$ cat config.mk
export PLATFORM = sky130hd
export DESIGN_NAME = eech_core
export DESIGN_NICKNAME = d
export VERILOG_FILES = /design/src/eech_pkg.sv /design/src/eech_core.sv /design/src/eech_sticky_bits.sv /design/src/eech_sync2.sv
export SDC_FILE = /design/constraint.sdc
export NUM_CORES = 1
export LEC_CHECK = 0
export BUFFER_PORTS_ARGS = -buffer_cell sky130_fd_sc_hd__buf_2
export CAP_MARGIN = 30
export CORE_ASPECT_RATIO = 1.5
export CORE_MARGIN = 5
export CORE_UTILIZATION = 50
export CTS_BUF_LIST = sky130_fd_sc_hd__clkbuf_8
export DETAILED_ROUTE_END_ITERATION = 7
export PLACE_DENSITY = 0.69
export SLEW_MARGIN = 5
export SYNTH_ARGS = -nofsm -noshare
export SYNTH_HDL_FRONTEND = slang
export SYNTH_SLANG_ARGS = --single-unit
export TNS_END_PERCENT = 5
$ cat constraint.sdc
create_clock -name clk -period 10.21 [get_ports clk]
set_clock_uncertainty 0.2 [all_clocks]
set_input_delay 1.021 -clock clk [delete_from_list [all_inputs] [get_ports clk]]
set_output_delay 1.021 -clock clk [all_outputs]
set_load 0.005 [all_outputs]
$ cat src/eech_pkg.sv
`default_nettype none
package eech_pkg;
	// ------------------------------------------------------------
	// Clock and timing
	// ------------------------------------------------------------
	localparam int CLK_MHZ        = 100;
	localparam int MC_SLOT_NS     = 125;
	localparam int MC_SLOT_CYC    = (MC_SLOT_NS * CLK_MHZ) / 1000;
	localparam int MC_FETCH_CYC   = MC_SLOT_CYC / 2;
	localparam int SAMPLE_US      = 30;
	localparam int SAMPLE_CYC     = SAMPLE_US * CLK_MHZ;

	// ------------------------------------------------------------
	// Widths
	// ------------------------------------------------------------
	localparam int MC_ENG_W       = 8;
	localparam int MC_RTN_W       = 3;
	localparam int MC_ADDR_W      = MC_ENG_W + MC_RTN_W;
	localparam int MC_WORD_W      = 16;
	localparam int LEVEL_W        = 16;
	localparam int DLY_ADDR_W     = 16;
	localparam int NUM_EVT        = 3;

	// ------------------------------------------------------------
	// Register map and fields
	// ------------------------------------------------------------
	localparam logic [7:0] REG_CTRL   = 8'h00;
	localparam logic [7:0] REG_STATUS = 8'h04;
	localparam logic [7:0] REG_MASK   = 8'h08;
	localparam logic [7:0] REG_MCADDR = 8'h0c;
	localparam logic [7:0] REG_MCDATA = 8'h10;
	localparam logic [7:0] REG_STATE  = 8'h14;
	localparam int CTRL_SILENCE   = 0;
	localparam int CTRL_MUTE      = 1;
	localparam int CTRL_RTN_LSB   = 2;
	localparam int EVT_OVF        = 0;
	localparam int EVT_CLEARED    = 1;
	localparam int EVT_MCWRITTEN  = 2;
	localparam int STATE_PENDING  = 0;
	localparam int STATE_GATING   = 1;
	localparam int STATE_MUTED    = 2;
	localparam int STATE_GAIN_LSB = 16;
	localparam logic [4:0]  CTRL_RESET     = 5'h02;
	localparam logic [15:0] GAIN_FULL      = 16'hffff;
	localparam logic [15:0] GAIN_ZERO      = 16'h0000;
	localparam logic [15:0] LEVEL_FULL_ATT = 16'hffff;

	typedef enum logic [3:0] {
		GATE_IDLE  = 4'h1,
		GATE_FADE  = 4'h2,
		GATE_CLEAR = 4'h4,
		GATE_HOLD  = 4'h8
	} eech_gate_state_t;
endpackage
`default_nettype wire

$ cat src/eech_core.sv
`default_nettype none
module eech_core
	import eech_pkg::*;
#(
	parameter int            DELAY_WORDS = 65536,
	parameter logic [15:0]   FADE_STEP   = 16'h0100,
	parameter logic [15:0]   OVF_LIMIT   = 16'h7000
) (
	input  wire logic                          clk,
	input  wire logic                          srst,
	input  wire logic                          wb_cyc_i,
	input  wire logic                          wb_stb_i,
	input  wire logic                          wb_we_i,
	input  wire logic [7:0]                    wb_adr_i,
	input  wire logic [3:0]                    wb_sel_i,
	input  wire logic [31:0]                   wb_dat_i,
	output logic      [31:0]                   wb_dat_o,
	output logic                               wb_ack_o,
	output logic                               irq,
	input  wire logic [eech_pkg::LEVEL_W-1:0]  effectSampleIn,
	output logic      [eech_pkg::LEVEL_W-1:0]  effectSampleOut,
	input  wire logic [eech_pkg::LEVEL_W-1:0]  output_level_value,
	output logic      [eech_pkg::LEVEL_W-1:0]  outputLevelCtrl,
	output logic                               level_overflow_pulse,
	output logic                               microcode_mem_free,
	output logic                               microcodeMuxSel,
	output logic      [eech_pkg::MC_ADDR_W-1:0] microcode_addr_bus,
	input  wire logic [eech_pkg::MC_WORD_W-1:0] microcodeWordIn,
	output logic      [eech_pkg::MC_WORD_W-1:0] microcodeWordOut,
	output logic                               microcodeWordOe,
	output logic                               microcodeWe,
	output logic      [eech_pkg::MC_WORD_W-1:0] instrWord,
	output logic                               delayClrWe,
	output logic      [eech_pkg::DLY_ADDR_W-1:0] delayClrAddr
);
	import eech_pkg::*;

	localparam logic [DLY_ADDR_W-1:0] DLY_LAST    = DLY_ADDR_W'(DELAY_WORDS - 1);
	localparam logic [3:0]            SLOT_LAST   = 4'(MC_SLOT_CYC - 1);
	localparam logic [3:0]            FETCH_LAST  = 4'(MC_FETCH_CYC - 1);
	localparam logic [3:0]            WRITE_SLOT  = 4'(MC_FETCH_CYC + 1);
	localparam logic [11:0]           SAMPLE_LAST = 12'(SAMPLE_CYC - 1);

	// ------------------------------------------------------------
	// Wishbone slave
	// ------------------------------------------------------------
	logic                 ack_q, ack_d;
	logic [31:0]          rdat_q, rdat_d;
	logic [4:0]           ctrl_q, ctrl_d;
	logic [NUM_EVT-1:0]   mask_q, mask_d;
	logic [MC_ADDR_W-1:0] cpuAddr_q, cpuAddr_d;
	logic [MC_WORD_W-1:0] cpuData_q, cpuData_d;
	logic                 pending_q, pending_d;
	logic                 irq_q, irq_d;
	logic                 wbReq, wbWrite;
	logic [NUM_EVT-1:0]   evtSet, evtClr, evtFlags, statusView;
	logic                 ovfSeen;
	logic                 mcWriteNow;
	eech_gate_state_t     gate_q, gate_d;
	logic [15:0]          gain_q, gain_d;

	assign wbReq   = wb_cyc_i & wb_stb_i;
	// A write lands on the same edge that the master sees ack high.
	assign wbWrite = wbReq & wb_we_i & ack_q;

	always_comb begin
		ack_d     = wbReq & ~ack_q;
		rdat_d    = rdat_q;
		ctrl_d    = ctrl_q;
		mask_d    = mask_q;
		cpuAddr_d = cpuAddr_q;
		cpuData_d = cpuData_q;
		pending_d = pending_q;
		evtClr    = '0;
		if (wbReq & ~ack_q) begin
			case (wb_adr_i)
				REG_CTRL:   rdat_d = {27'h0000000, ctrl_q};
				REG_STATUS: rdat_d = {29'h00000000, statusView};
				REG_MASK:   rdat_d = {29'h00000000, mask_q};
				REG_MCADDR: rdat_d = {21'h000000, cpuAddr_q};
				REG_MCDATA: rdat_d = {16'h0000, cpuData_q};
				REG_STATE:  rdat_d = {gain_q, 13'h0000, ctrl_q[CTRL_MUTE], gate_q != GATE_IDLE, pending_q};
				default:    rdat_d = 32'h00000000;
			endcase
		end
		if (wbWrite & wb_sel_i[0]) begin
			case (wb_adr_i)
				REG_CTRL:   ctrl_d = wb_dat_i[4:0];
				REG_MASK:   mask_d = wb_dat_i[NUM_EVT-1:0];
				REG_STATUS: evtClr = wb_dat_i[NUM_EVT-1:0];
				default:    ;
			endcase
		end
		// The address steps only after the strobe cycle, so the word lands where software aimed it.
		// step write address
		if (microcodeWe) begin
			cpuAddr_d = cpuAddr_q + 11'h001;
		end
		if (wbWrite && wb_adr_i == REG_MCADDR && wb_sel_i[1:0] == 2'h3) begin
			cpuAddr_d = wb_dat_i[MC_ADDR_W-1:0];
		end
		// A data write while one is still waiting for its slot is dropped.
		if (wbWrite && wb_adr_i == REG_MCDATA && wb_sel_i[1:0] == 2'h3 && !pending_q) begin
			cpuData_d = wb_dat_i[MC_WORD_W-1:0];
			pending_d = 1'b1;
		end
		if (mcWriteNow) begin
			pending_d = 1'b0;
		end
		irq_d = |(statusView & mask_q);
	end

	always_ff @(posedge clk) begin
		if (srst) begin
			ack_q     <= 1'b0;
			rdat_q    <= 32'h00000000;
			ctrl_q    <= CTRL_RESET;
			mask_q    <= '0;
			cpuAddr_q <= '0;
			cpuData_q <= '0;
			pending_q <= 1'b0;
			irq_q     <= 1'b0;
		end else begin
			ack_q     <= ack_d;
			rdat_q    <= rdat_d;
			ctrl_q    <= ctrl_d;
			mask_q    <= mask_d;
			cpuAddr_q <= cpuAddr_d;
			cpuData_q <= cpuData_d;
			pending_q <= pending_d;
			irq_q     <= irq_d;
		end
	end

	assign wb_ack_o = ack_q;
	assign wb_dat_o = rdat_q;
	assign irq      = irq_q;

	// ------------------------------------------------------------
	// Overflow detection and event flags
	// ------------------------------------------------------------
	logic overLevel, overLevel_q, ovfPulse_q, ovfPulse_d;

	assign overLevel = ($signed(effectSampleIn) > $signed(OVF_LIMIT)) ||
		($signed(effectSampleIn) < -$signed(OVF_LIMIT));

	always_comb begin
		ovfPulse_d = overLevel & ~overLevel_q;
	end

	always_ff @(posedge clk) begin
		if (srst) begin
			overLevel_q <= 1'b0;
			ovfPulse_q  <= 1'b0;
		end else begin
			overLevel_q <= overLevel;
			ovfPulse_q  <= ovfPulse_d;
		end
	end

	assign level_overflow_pulse = ovfPulse_q;

	eech_sticky_bits #(.N(NUM_EVT)) u_flags (
		.clk     (clk),
		.srst    (srst),
		.setBits (evtSet),
		.clrBits (evtClr),
		.flags   (evtFlags)
	);

	eech_sync2 #(.W(1)) u_ovf_sync (
		.clk  (clk),
		.srst (srst),
		.din  (evtFlags[EVT_OVF]),
		.dout (ovfSeen)
	);

	assign statusView = {evtFlags[NUM_EVT-1:1], ovfSeen};

	// ------------------------------------------------------------
	// Silence, fade and delay clear
	// ------------------------------------------------------------
	logic [11:0]           smpCnt_q, smpCnt_d;
	logic                  smpTick;
	logic [DLY_ADDR_W-1:0] clrAddr_q, clrAddr_d;
	logic                  clrWe_q, clrWe_d;
	logic                  clearDone;
	logic                  silenceCmd;
	logic [32:0]           scaled;
	logic [LEVEL_W-1:0]    sampleOut_q, levelCtrl_q;

	assign silenceCmd = ctrl_q[CTRL_SILENCE];
	assign smpTick    = smpCnt_q == SAMPLE_LAST;
	assign clearDone  = gate_q == GATE_CLEAR && clrAddr_q == DLY_LAST;

	always_comb begin
		smpCnt_d  = smpTick ? 12'h000 : smpCnt_q + 12'h001;
		gate_d    = gate_q;
		gain_d    = gain_q;
		clrAddr_d = clrAddr_q;
		clrWe_d   = 1'b0;
		case (gate_q)
			GATE_IDLE: begin
				// Fading back in avoids a click once the new algorithm runs.
				if (silenceCmd) begin
					gate_d = GATE_FADE;
				end else if (smpTick) begin
					gain_d = (gain_q > GAIN_FULL - FADE_STEP) ? GAIN_FULL : gain_q + FADE_STEP;
				end
			end
			GATE_FADE: begin
				if (gain_q == GAIN_ZERO) begin
					gate_d    = GATE_CLEAR;
					clrAddr_d = '0;
					clrWe_d   = 1'b1;
				end else if (smpTick) begin
					gain_d = (gain_q < FADE_STEP) ? GAIN_ZERO : gain_q - FADE_STEP;
				end
			end
			GATE_CLEAR: begin
				if (clearDone) begin
					gate_d = GATE_HOLD;
				end else begin
					clrAddr_d = clrAddr_q + 16'h0001;
					clrWe_d   = 1'b1;
				end
			end
			GATE_HOLD: begin
				if (!silenceCmd) begin
					gate_d = GATE_IDLE;
				end
			end
			default: gate_d = GATE_IDLE;
		endcase
	end

	assign scaled = $signed(effectSampleIn) * $signed({1'b0, gain_q});

	always_ff @(posedge clk) begin
		if (srst) begin
			smpCnt_q    <= 12'h000;
			gate_q      <= GATE_IDLE;
			gain_q      <= GAIN_ZERO;
			clrAddr_q   <= '0;
			clrWe_q     <= 1'b0;
			sampleOut_q <= '0;
			levelCtrl_q <= LEVEL_FULL_ATT;
		end else begin
			smpCnt_q    <= smpCnt_d;
			gate_q      <= gate_d;
			gain_q      <= gain_d;
			clrAddr_q   <= clrAddr_d;
			clrWe_q     <= clrWe_d;
			sampleOut_q <= scaled[31:16];
			levelCtrl_q <= ctrl_q[CTRL_MUTE] ? LEVEL_FULL_ATT : output_level_value;
		end
	end

	assign effectSampleOut = sampleOut_q;
	assign outputLevelCtrl = levelCtrl_q;
	assign delayClrWe      = clrWe_q;
	assign delayClrAddr    = clrAddr_q;

	// ------------------------------------------------------------
	// Microcode sequencing and shared memory writes
	// ------------------------------------------------------------
	logic [3:0]           slot_q, slot_d;
	logic [MC_ENG_W-1:0]  engAddr_q, engAddr_d;
	logic [MC_WORD_W-1:0] instr_q, instr_d;
	logic                 we_q, we_d;
	logic                 fetchPhase;

	assign fetchPhase = slot_q <= FETCH_LAST;
	assign mcWriteNow = pending_q && slot_q == WRITE_SLOT;
	assign evtSet     = {mcWriteNow, clearDone, ovfPulse_q};

	always_comb begin
		slot_d    = (slot_q == SLOT_LAST) ? 4'h0 : slot_q + 4'h1;
		engAddr_d = (slot_q == SLOT_LAST) ? engAddr_q + 8'h01 : engAddr_q;
		instr_d   = (slot_q == FETCH_LAST) ? microcodeWordIn : instr_q;
		we_d      = mcWriteNow;
	end

	always_ff @(posedge clk) begin
		if (srst) begin
			slot_q    <= 4'h0;
			engAddr_q <= '0;
			instr_q   <= '0;
			we_q      <= 1'b0;
		end else begin
			slot_q    <= slot_d;
			engAddr_q <= engAddr_d;
			instr_q   <= instr_d;
			we_q      <= we_d;
		end
	end

	assign microcode_mem_free = ~fetchPhase;
	assign microcodeMuxSel    = fetchPhase;
	assign microcode_addr_bus = microcodeMuxSel ? {ctrl_q[4:2], engAddr_q} : cpuAddr_q;
	assign microcodeWe        = we_q;
	assign microcodeWordOe    = we_q;
	assign microcodeWordOut   = cpuData_q;
	assign instrWord          = instr_q;
endmodule
`default_nettype wire

$ cat src/eech_sticky_bits.sv
`default_nettype none
module eech_sticky_bits #(
	parameter int N = 3
) (
	input  wire logic         clk,
	input  wire logic         srst,
	input  wire logic [N-1:0] setBits,
	input  wire logic [N-1:0] clrBits,
	output logic      [N-1:0] flags
);
	logic [N-1:0] flags_q;
	logic [N-1:0] flags_d;

	// A set in the same cycle as a clear must survive, or an event is lost.
	for (genvar i = 0; i < N; i++) begin : g_bit
		always_comb begin
			flags_d[i] = setBits[i] | (flags_q[i] & ~clrBits[i]);
		end
	end

	always_ff @(posedge clk) begin
		if (srst) begin
			flags_q <= '0;
		end else begin
			flags_q <= flags_d;
		end
	end

	assign flags = flags_q;
endmodule
`default_nettype wire

$ cat src/eech_sync2.sv
`default_nettype none
module eech_sync2 #(
	parameter int W = 1
) (
	input  wire logic         clk,
	input  wire logic         srst,
	input  wire logic [W-1:0] din,
	output logic      [W-1:0] dout
);
	logic [W-1:0] stage1_q;
	logic [W-1:0] stage1_d;
	logic [W-1:0] stage2_q;
	logic [W-1:0] stage2_d;

	always_comb begin
		stage1_d = din;
		stage2_d = stage1_q;
	end

	always_ff @(posedge clk) begin
		if (srst) begin
			stage1_q <= '0;
			stage2_q <= '0;
		end else begin
			stage1_q <= stage1_d;
			stage2_q <= stage2_d;
		end
	end

	assign dout = stage2_q;
endmodule
`default_nettype wire
# [After elaboration in Yosys (flattened, before gate mapping)]
# Index checks and enable logic that the tools add are counted.
# Widths: inputs -> output; s select.
[op_classes] order_cmp=5 muxes=24 n_reduce_logical=24 bitwise_logic=19 n_addsub=7 eq_ne=25 mul=1
[ops] cell="$pmux 32 s6" n=1
[ops] cell="$mux 16" n=8
[ops] cell="$pmux 16 s2" n=2
[ops] cell="$mux 11" n=3
[ops] cell="$gt 16x16->1 const B" n=2
[ops] cell="$mul 16x17->32" n=1
[ops] cell="$ne 2x2->1 const B" n=9
[ops] cell="$add 16x1->16 const B" n=1
[ops] cell="$add 16x9->16 const B" n=1
[ops] cell="$eq 16x16->1 const B" n=1
[ops] cell="$eq 8x4->1 const B" n=2
[ops] cell="$eq 8x5->1 const B" n=2
[ops] cell="$logic_not 16->1" n=1
[ops] cell="$lt 16x16->1 const B" n=1
[ops] cell="$lt 16x9->1 const B" n=1
[ops] cell="$mux 4" n=4
[ops] cell="$pmux 4 s4" n=1
[ops] cell="$sub 16x9->16 const B" n=1
[ops] cell="$add 12x1->12 const B" n=1
[ops] cell="$eq 12x12->1 const B" n=1
[ops] cell="$eq 4x3->1 const B" n=3
[ops] cell="$add 11x1->11 const B" n=1
[ops] cell="$and 1x1->1" n=9
[ops] cell="$add 8x1->8 const B" n=1
[ops] cell="other kinds (25)" n=47
[word_totals] ff_bits=187 in_bits=97 output_inout_bits=131

# [Depth between registers and ports, before layout]
[logic_depth] depth_word=8 ltp_mapped=23 depth_no_buf=21

# [Cells and area by module]
# From an unflattened synthesis, not the netlist that was laid out.
[hier_totals] hier_cells=1729 area_unflattened_um2=14799.2
[modules_own_cells] module="eech_core" cells_per_inst=1713 area_each_um2=14641.5 seq_area_each_um2=3363.2 n_inst=1
[modules_own_cells] module="eech_sticky_bits" cells_per_inst=12 area_each_um2=105.1 seq_area_each_um2=60.1 n_inst=1
[modules_own_cells] module="eech_sync2" cells_per_inst=4 area_each_um2=52.6 seq_area_each_um2=40.0 n_inst=1

# [Worst setup path before layout]
# OpenSTA, ideal clock, no wires.
[synth_timing] kind="input -> register" start="input port effectSampleIn[11] (netlist bit)" end="register sampleOut_q[11] (netlist: effectSampleOut[11])" stages=19 setup_ns=0.072 t_required_ns=9.938 setup_slack_ns=3.601 t_arrival_ns=6.338 path_buffers=1 cell_sequence="clkbuf_1 and2_1 fa_1 fa_1 inv_1 fa_1 inv_1 fa_1 fa_1 inv_1 fa_1 inv_1 ha_1 nand3_1 nor4_1 a222oi_1 o2111a_1 or3_1 a21oi_1"
[synth_between] elab_chain_len=1
[synth_lines] item="from (decl)" line="eech_core.sv:20" source="input wire logic [eech_pkg::LEVEL_W-1:0] effectSampleIn,"
[synth_lines] item="$mul 16x17->32" line="eech_core.sv:237" source="assign scaled = $signed(effectSampleIn) * $signed({1'b0, gain_q});"
[synth_lines] item="to (signal assigned)" line="eech_core.sv:254" source="sampleOut_q <= scaled[31:16];"
[synth_lines] item="to (decl)" line="eech_core.sv:190" source="logic [LEVEL_W-1:0] sampleOut_q, levelCtrl_q;"
# Every way passes these cells.
# A chain may end at the register's enable or synchronous reset.

# [Final worst setup path]
[layout_timing] start="input port effectSampleIn[8] (netlist bit)" end="register sampleOut_q[11] (netlist: effectSampleOut[11])"
# The elaborated chain is that of the path after synthesis.

==> flow_summary.toml <==
[hold_path]
worst_hold_class = "reg2reg"

[pwr]
power_frac_clock_pct = 36.8
power.sequential.fraction_pct = 53.5
power_switching_share_pct = 26.61
worst_supply_voltage_drop_on_vdd_mv = 0.1028
power.density_nw_per_um2 = 76.81
power.total_mw = 1.284
power.combinational.fraction_pct = 9.7
power.switching_uw = 341.6
p_leak_nw = 7.757
cell_internal_pwr_uw = 942.2

[final_layout]
drive_above_1_share_pct = 15.64
growth_of_design_area_from_synthesis_to_finish_pct = 10.56
final_cell_count_no_fill = 2299
antenna_cells = 0
net_count_of_the_finished_layout = 2263
num-fill-cells = 2863

[detailed_routing]
postRouteWirelength_mm = 38.01
vias_per_cell = 5.484
detailroute.via_count = 12608
detailedRoute.firstIterationViolations = 505
detail_route.first_pass.iterations = 5
route.antenna.remaining_nets = 0
wl_per_cell_um = 16.53
detailed_route_drc_error_count = 0

[logic_synthesis]
synth_enable_flop_cells = 0
yosys-top-cells-count = "sky130_fd_sc_hd__inv_1 (244), sky130_fd_sc_hd__nand2_1 (179), sky130_fd_sc_hd__dfxtp_1 (173), sky130_fd_sc_hd__nor2_1 (153), sky130_fd_sc_hd__fa_1 (152)"
ys_seq_area_share_pct = 22.91
synth_cell_types = 80
synthesis.yosys.warnings = 0
synthFlopType = "sky130_fd_sc_hd__dfxtp_1"
synthCells = 1752
synthMostInstantiatedCell = "sky130_fd_sc_hd__inv_1"
asyncSetResetFlopFracSynth_pct = 0
yosysTopAreaCell = "sky130_fd_sc_hd__dfxtp_1"
syn_nets = 2129
synth.top_cell.area_share_pct = 22.91
post_synth_main_area_contributors = "sky130_fd_sc_hd__dfxtp_1 (23%), sky130_fd_sc_hd__fa_1 (20%), sky130_fd_sc_hd__ha_1 (11%), sky130_fd_sc_hd__inv_1 (6.1%), sky130_fd_sc_hd__nand2_1 (4.4%)"
synth.ff_latch_count = 173
syn_area_cell_um2 = 8.629
syn_area_um2 = 15120

[global_routing]
grt_first_pass_wirelength_mm = 63.18
gr-usage-met1_pct = 23.56
grt_use_total_pct = 22.57
antenna_found_initial = 0
largest_net_degree_at_the_start_of_global_routing = 93
global_route.overflow_total = 0
grt_pass1_vias = 12947
global_route.usage.met3_pct = 3.648
met2_usage_grt_pct = 42.69
busiest_layer = "met2"

[setup_path]
critPathMaxStageDelay_ns = 0.66
cp.arrival_ns = 6.84
worst_setup_path_category = "in2reg"
cp_common_cell = "sky130_fd_sc_hd__fa_1"
crit_path_end_kind = "register"
maximum_fanout_along_the_worst_path = 15
slowest_library_cell_on_the_worst_path = "sky130_fd_sc_hd__a222oi_1"
worst-endpoint-required_ns = 10.36
crit_path_start_kind = "primary input"
cp_cell_sequence = "buf_2 > xor2_1 > and2_1 > mux2i_1 > or2_2 > a21boi_0 > fa_1 > inv_1 > fa_1 > fa_1 > inv_1 > fa_1 > inv_1 > ha_1 > a21oi_1 > o21ai_0 > a222oi_1 > o2111a_1 > or3_1 > a21oi_1"

[sta]
finalHoldViolations = 0
fin_hold_ws_ns = 0.2009
period_needed_ns = 6.687
max_clock_freq_mhz = 149.5
post-route-worst-setup-slack_ns = 3.523
rsz0062_at_grt = "false"
max_slew_margin_pct = 40.63
totalNegativeSetupSlack_ns = 0
setup_violations = 0
drv_slew = 0
final_min_period_over_clock_period_pct = 65.50
worst-slew-pin-transition_ns = 0.8791

[floorplanning]
die_height_um = 223.0
std_cell_rows = 78
floorplan.die.width_um = 152.0
die_area_um2 = 33890
floorplan.io_pins = 228
start_util_pct = 50.30
core_box_area_um2 = 30060

[cts]
post_cts_setup_driven_buffer_insertion_count = 0
cts-root-to-sink-buffers = 2
post_cts_hold_buffer_count = 0
cts_root_buffer = "sky130_fd_sc_hd__clkbuf_8"
resized_gates_after_cts = 0
h-tree-depth = 4
path_clk_slew_ns = 0.10
worst_skew_pair_later_pin_latency_ns = 0.48
cts_buffers = 17
tritoncts = "built"
tritoncts_num_sinks = 173

[place]
globalplace.congestion = 0.9123
dp_hpwl_mm = 30.07
place_inst = 2265
port_buffers = 209
dp_worst_setup_slack_ns = 3.008

[outcome]
status = "complete, no violations"

[run]
max-cap-violations = 0
==> cell type report <==
type / count / area, um2 / share of cell area (%)
Clock buffer: 20 / 275.3 / 1.647
Clock inverter: 12 / 113.9 / 0.6812
Inverter: 245 / 919.6 / 5.502
Multi-Input combinational cell: 1229 / 10270 / 61.45
Sequential cell: 173 / 3463 / 20.72
Tap cell: 400 / 500.5 / 2.994
Timing Repair Buffer: 220 / 1171 / 7.006
==> power by group through the flow <==
stage | Combinational, mW | Clock (mW) | Sequential [mW]
global placement | 0.121 | 0 | 0.703
CTS | 0.124 | 0.488 | 0.687
detailed placement | 0.123 | 0 | 0.703
floorplan | 0.0761 | 0 | 0.703
global route | 0.140 | 0.517 | 0.689
finish | 0.124 | 0.473 | 0.687
==> through the flow <==
| stage | area (um2) | utilization [%] |
|---|---|---|
| global placement | 16260 | 54.08 |
| finish | 16710 | 55.61 |
| CTS | 16660 | 55.42 |
| floorplan | 15120 | - |
| global route | 16710 | 55.61 |
| detailed placement | 16270 | 54.13 |
==> sequential cells by signal (all words and copies together), names as in the netlist, 3 cells and up <==
register          cells
cpuAddr_q            11
delayClrAddr         16
ctrl_q                5
smpCnt_q             12
outputLevelCtrl      16
instrWord            16
engAddr_q             8
wb_dat_o             25
mask_q                3
effectSampleOut      16
slot_q                4
gain_q                9
gate_q                4
microcodeWordOut     16
u_flags.flags         3
==> cells by family after synthesis <==
kind of cell	Yosys count	synth area share (%)
adder cells (fa/ha/maj)	280	30.72
XOR/XNOR	67	3.881
AO/OA/AOI/OAI	246	10.77
buffers and inverters	350	9.153
flip-flops	173	22.91
AND/OR/NAND/NOR	594	19.59
multiplexers	42	2.979
==> cell usage in the layout, fill, tap and decap left out, types with 33 or more instances in the layout <==
cell	count
sky130_fd_sc_hd__inv_1	245
sky130_fd_sc_hd__a21oi_1	89
sky130_fd_sc_hd__and2_1	67
sky130_fd_sc_hd__o21ai_0	33
sky130_fd_sc_hd__buf_2	208
sky130_fd_sc_hd__nor2_1	153
sky130_fd_sc_hd__ha_1	128
sky130_fd_sc_hd__fa_1	152
sky130_fd_sc_hd__xor2_1	37
sky130_fd_sc_hd__dfxtp_1	173
sky130_fd_sc_hd__nand3_1	35
sky130_fd_sc_hd__nand2_1	179
==> path summary, 6_finish.rpt <==
kind / startpoint / to / slack [ns] / cells after the start
max: effectSampleIn[8] / effectSampleOut[11] / 3.52 / 20
min reg2reg: overLevel_q / level_overflow_pulse / 0.20 / 1
max reg2reg: gain_q[8] / effectSampleOut[12] / 3.69 / 20
min: overLevel_q / level_overflow_pulse / 0.20 / 1
==> metal layers <==
layer	vias to the layer above	part of all wire (%)	wire (um)
met4	0	5.6	2125
met2	342	55	20730
met5	-	0	0
li1	5996	-	-
met3	113	4.1	1551
met1	6157	36	13600
==> critical path: cells and delay by family <==
kind	cells	cell delay, ns
AO/OA/AOI/OAI	6	1.92
XOR/XNOR	1	0.17
adder cells (fa/ha/maj)	5	2.43
buffers and inverters	4	0.50
multiplexers	1	0.17
AND/OR/NAND/NOR	3	0.62
Power figures use the tool's default switching activity.
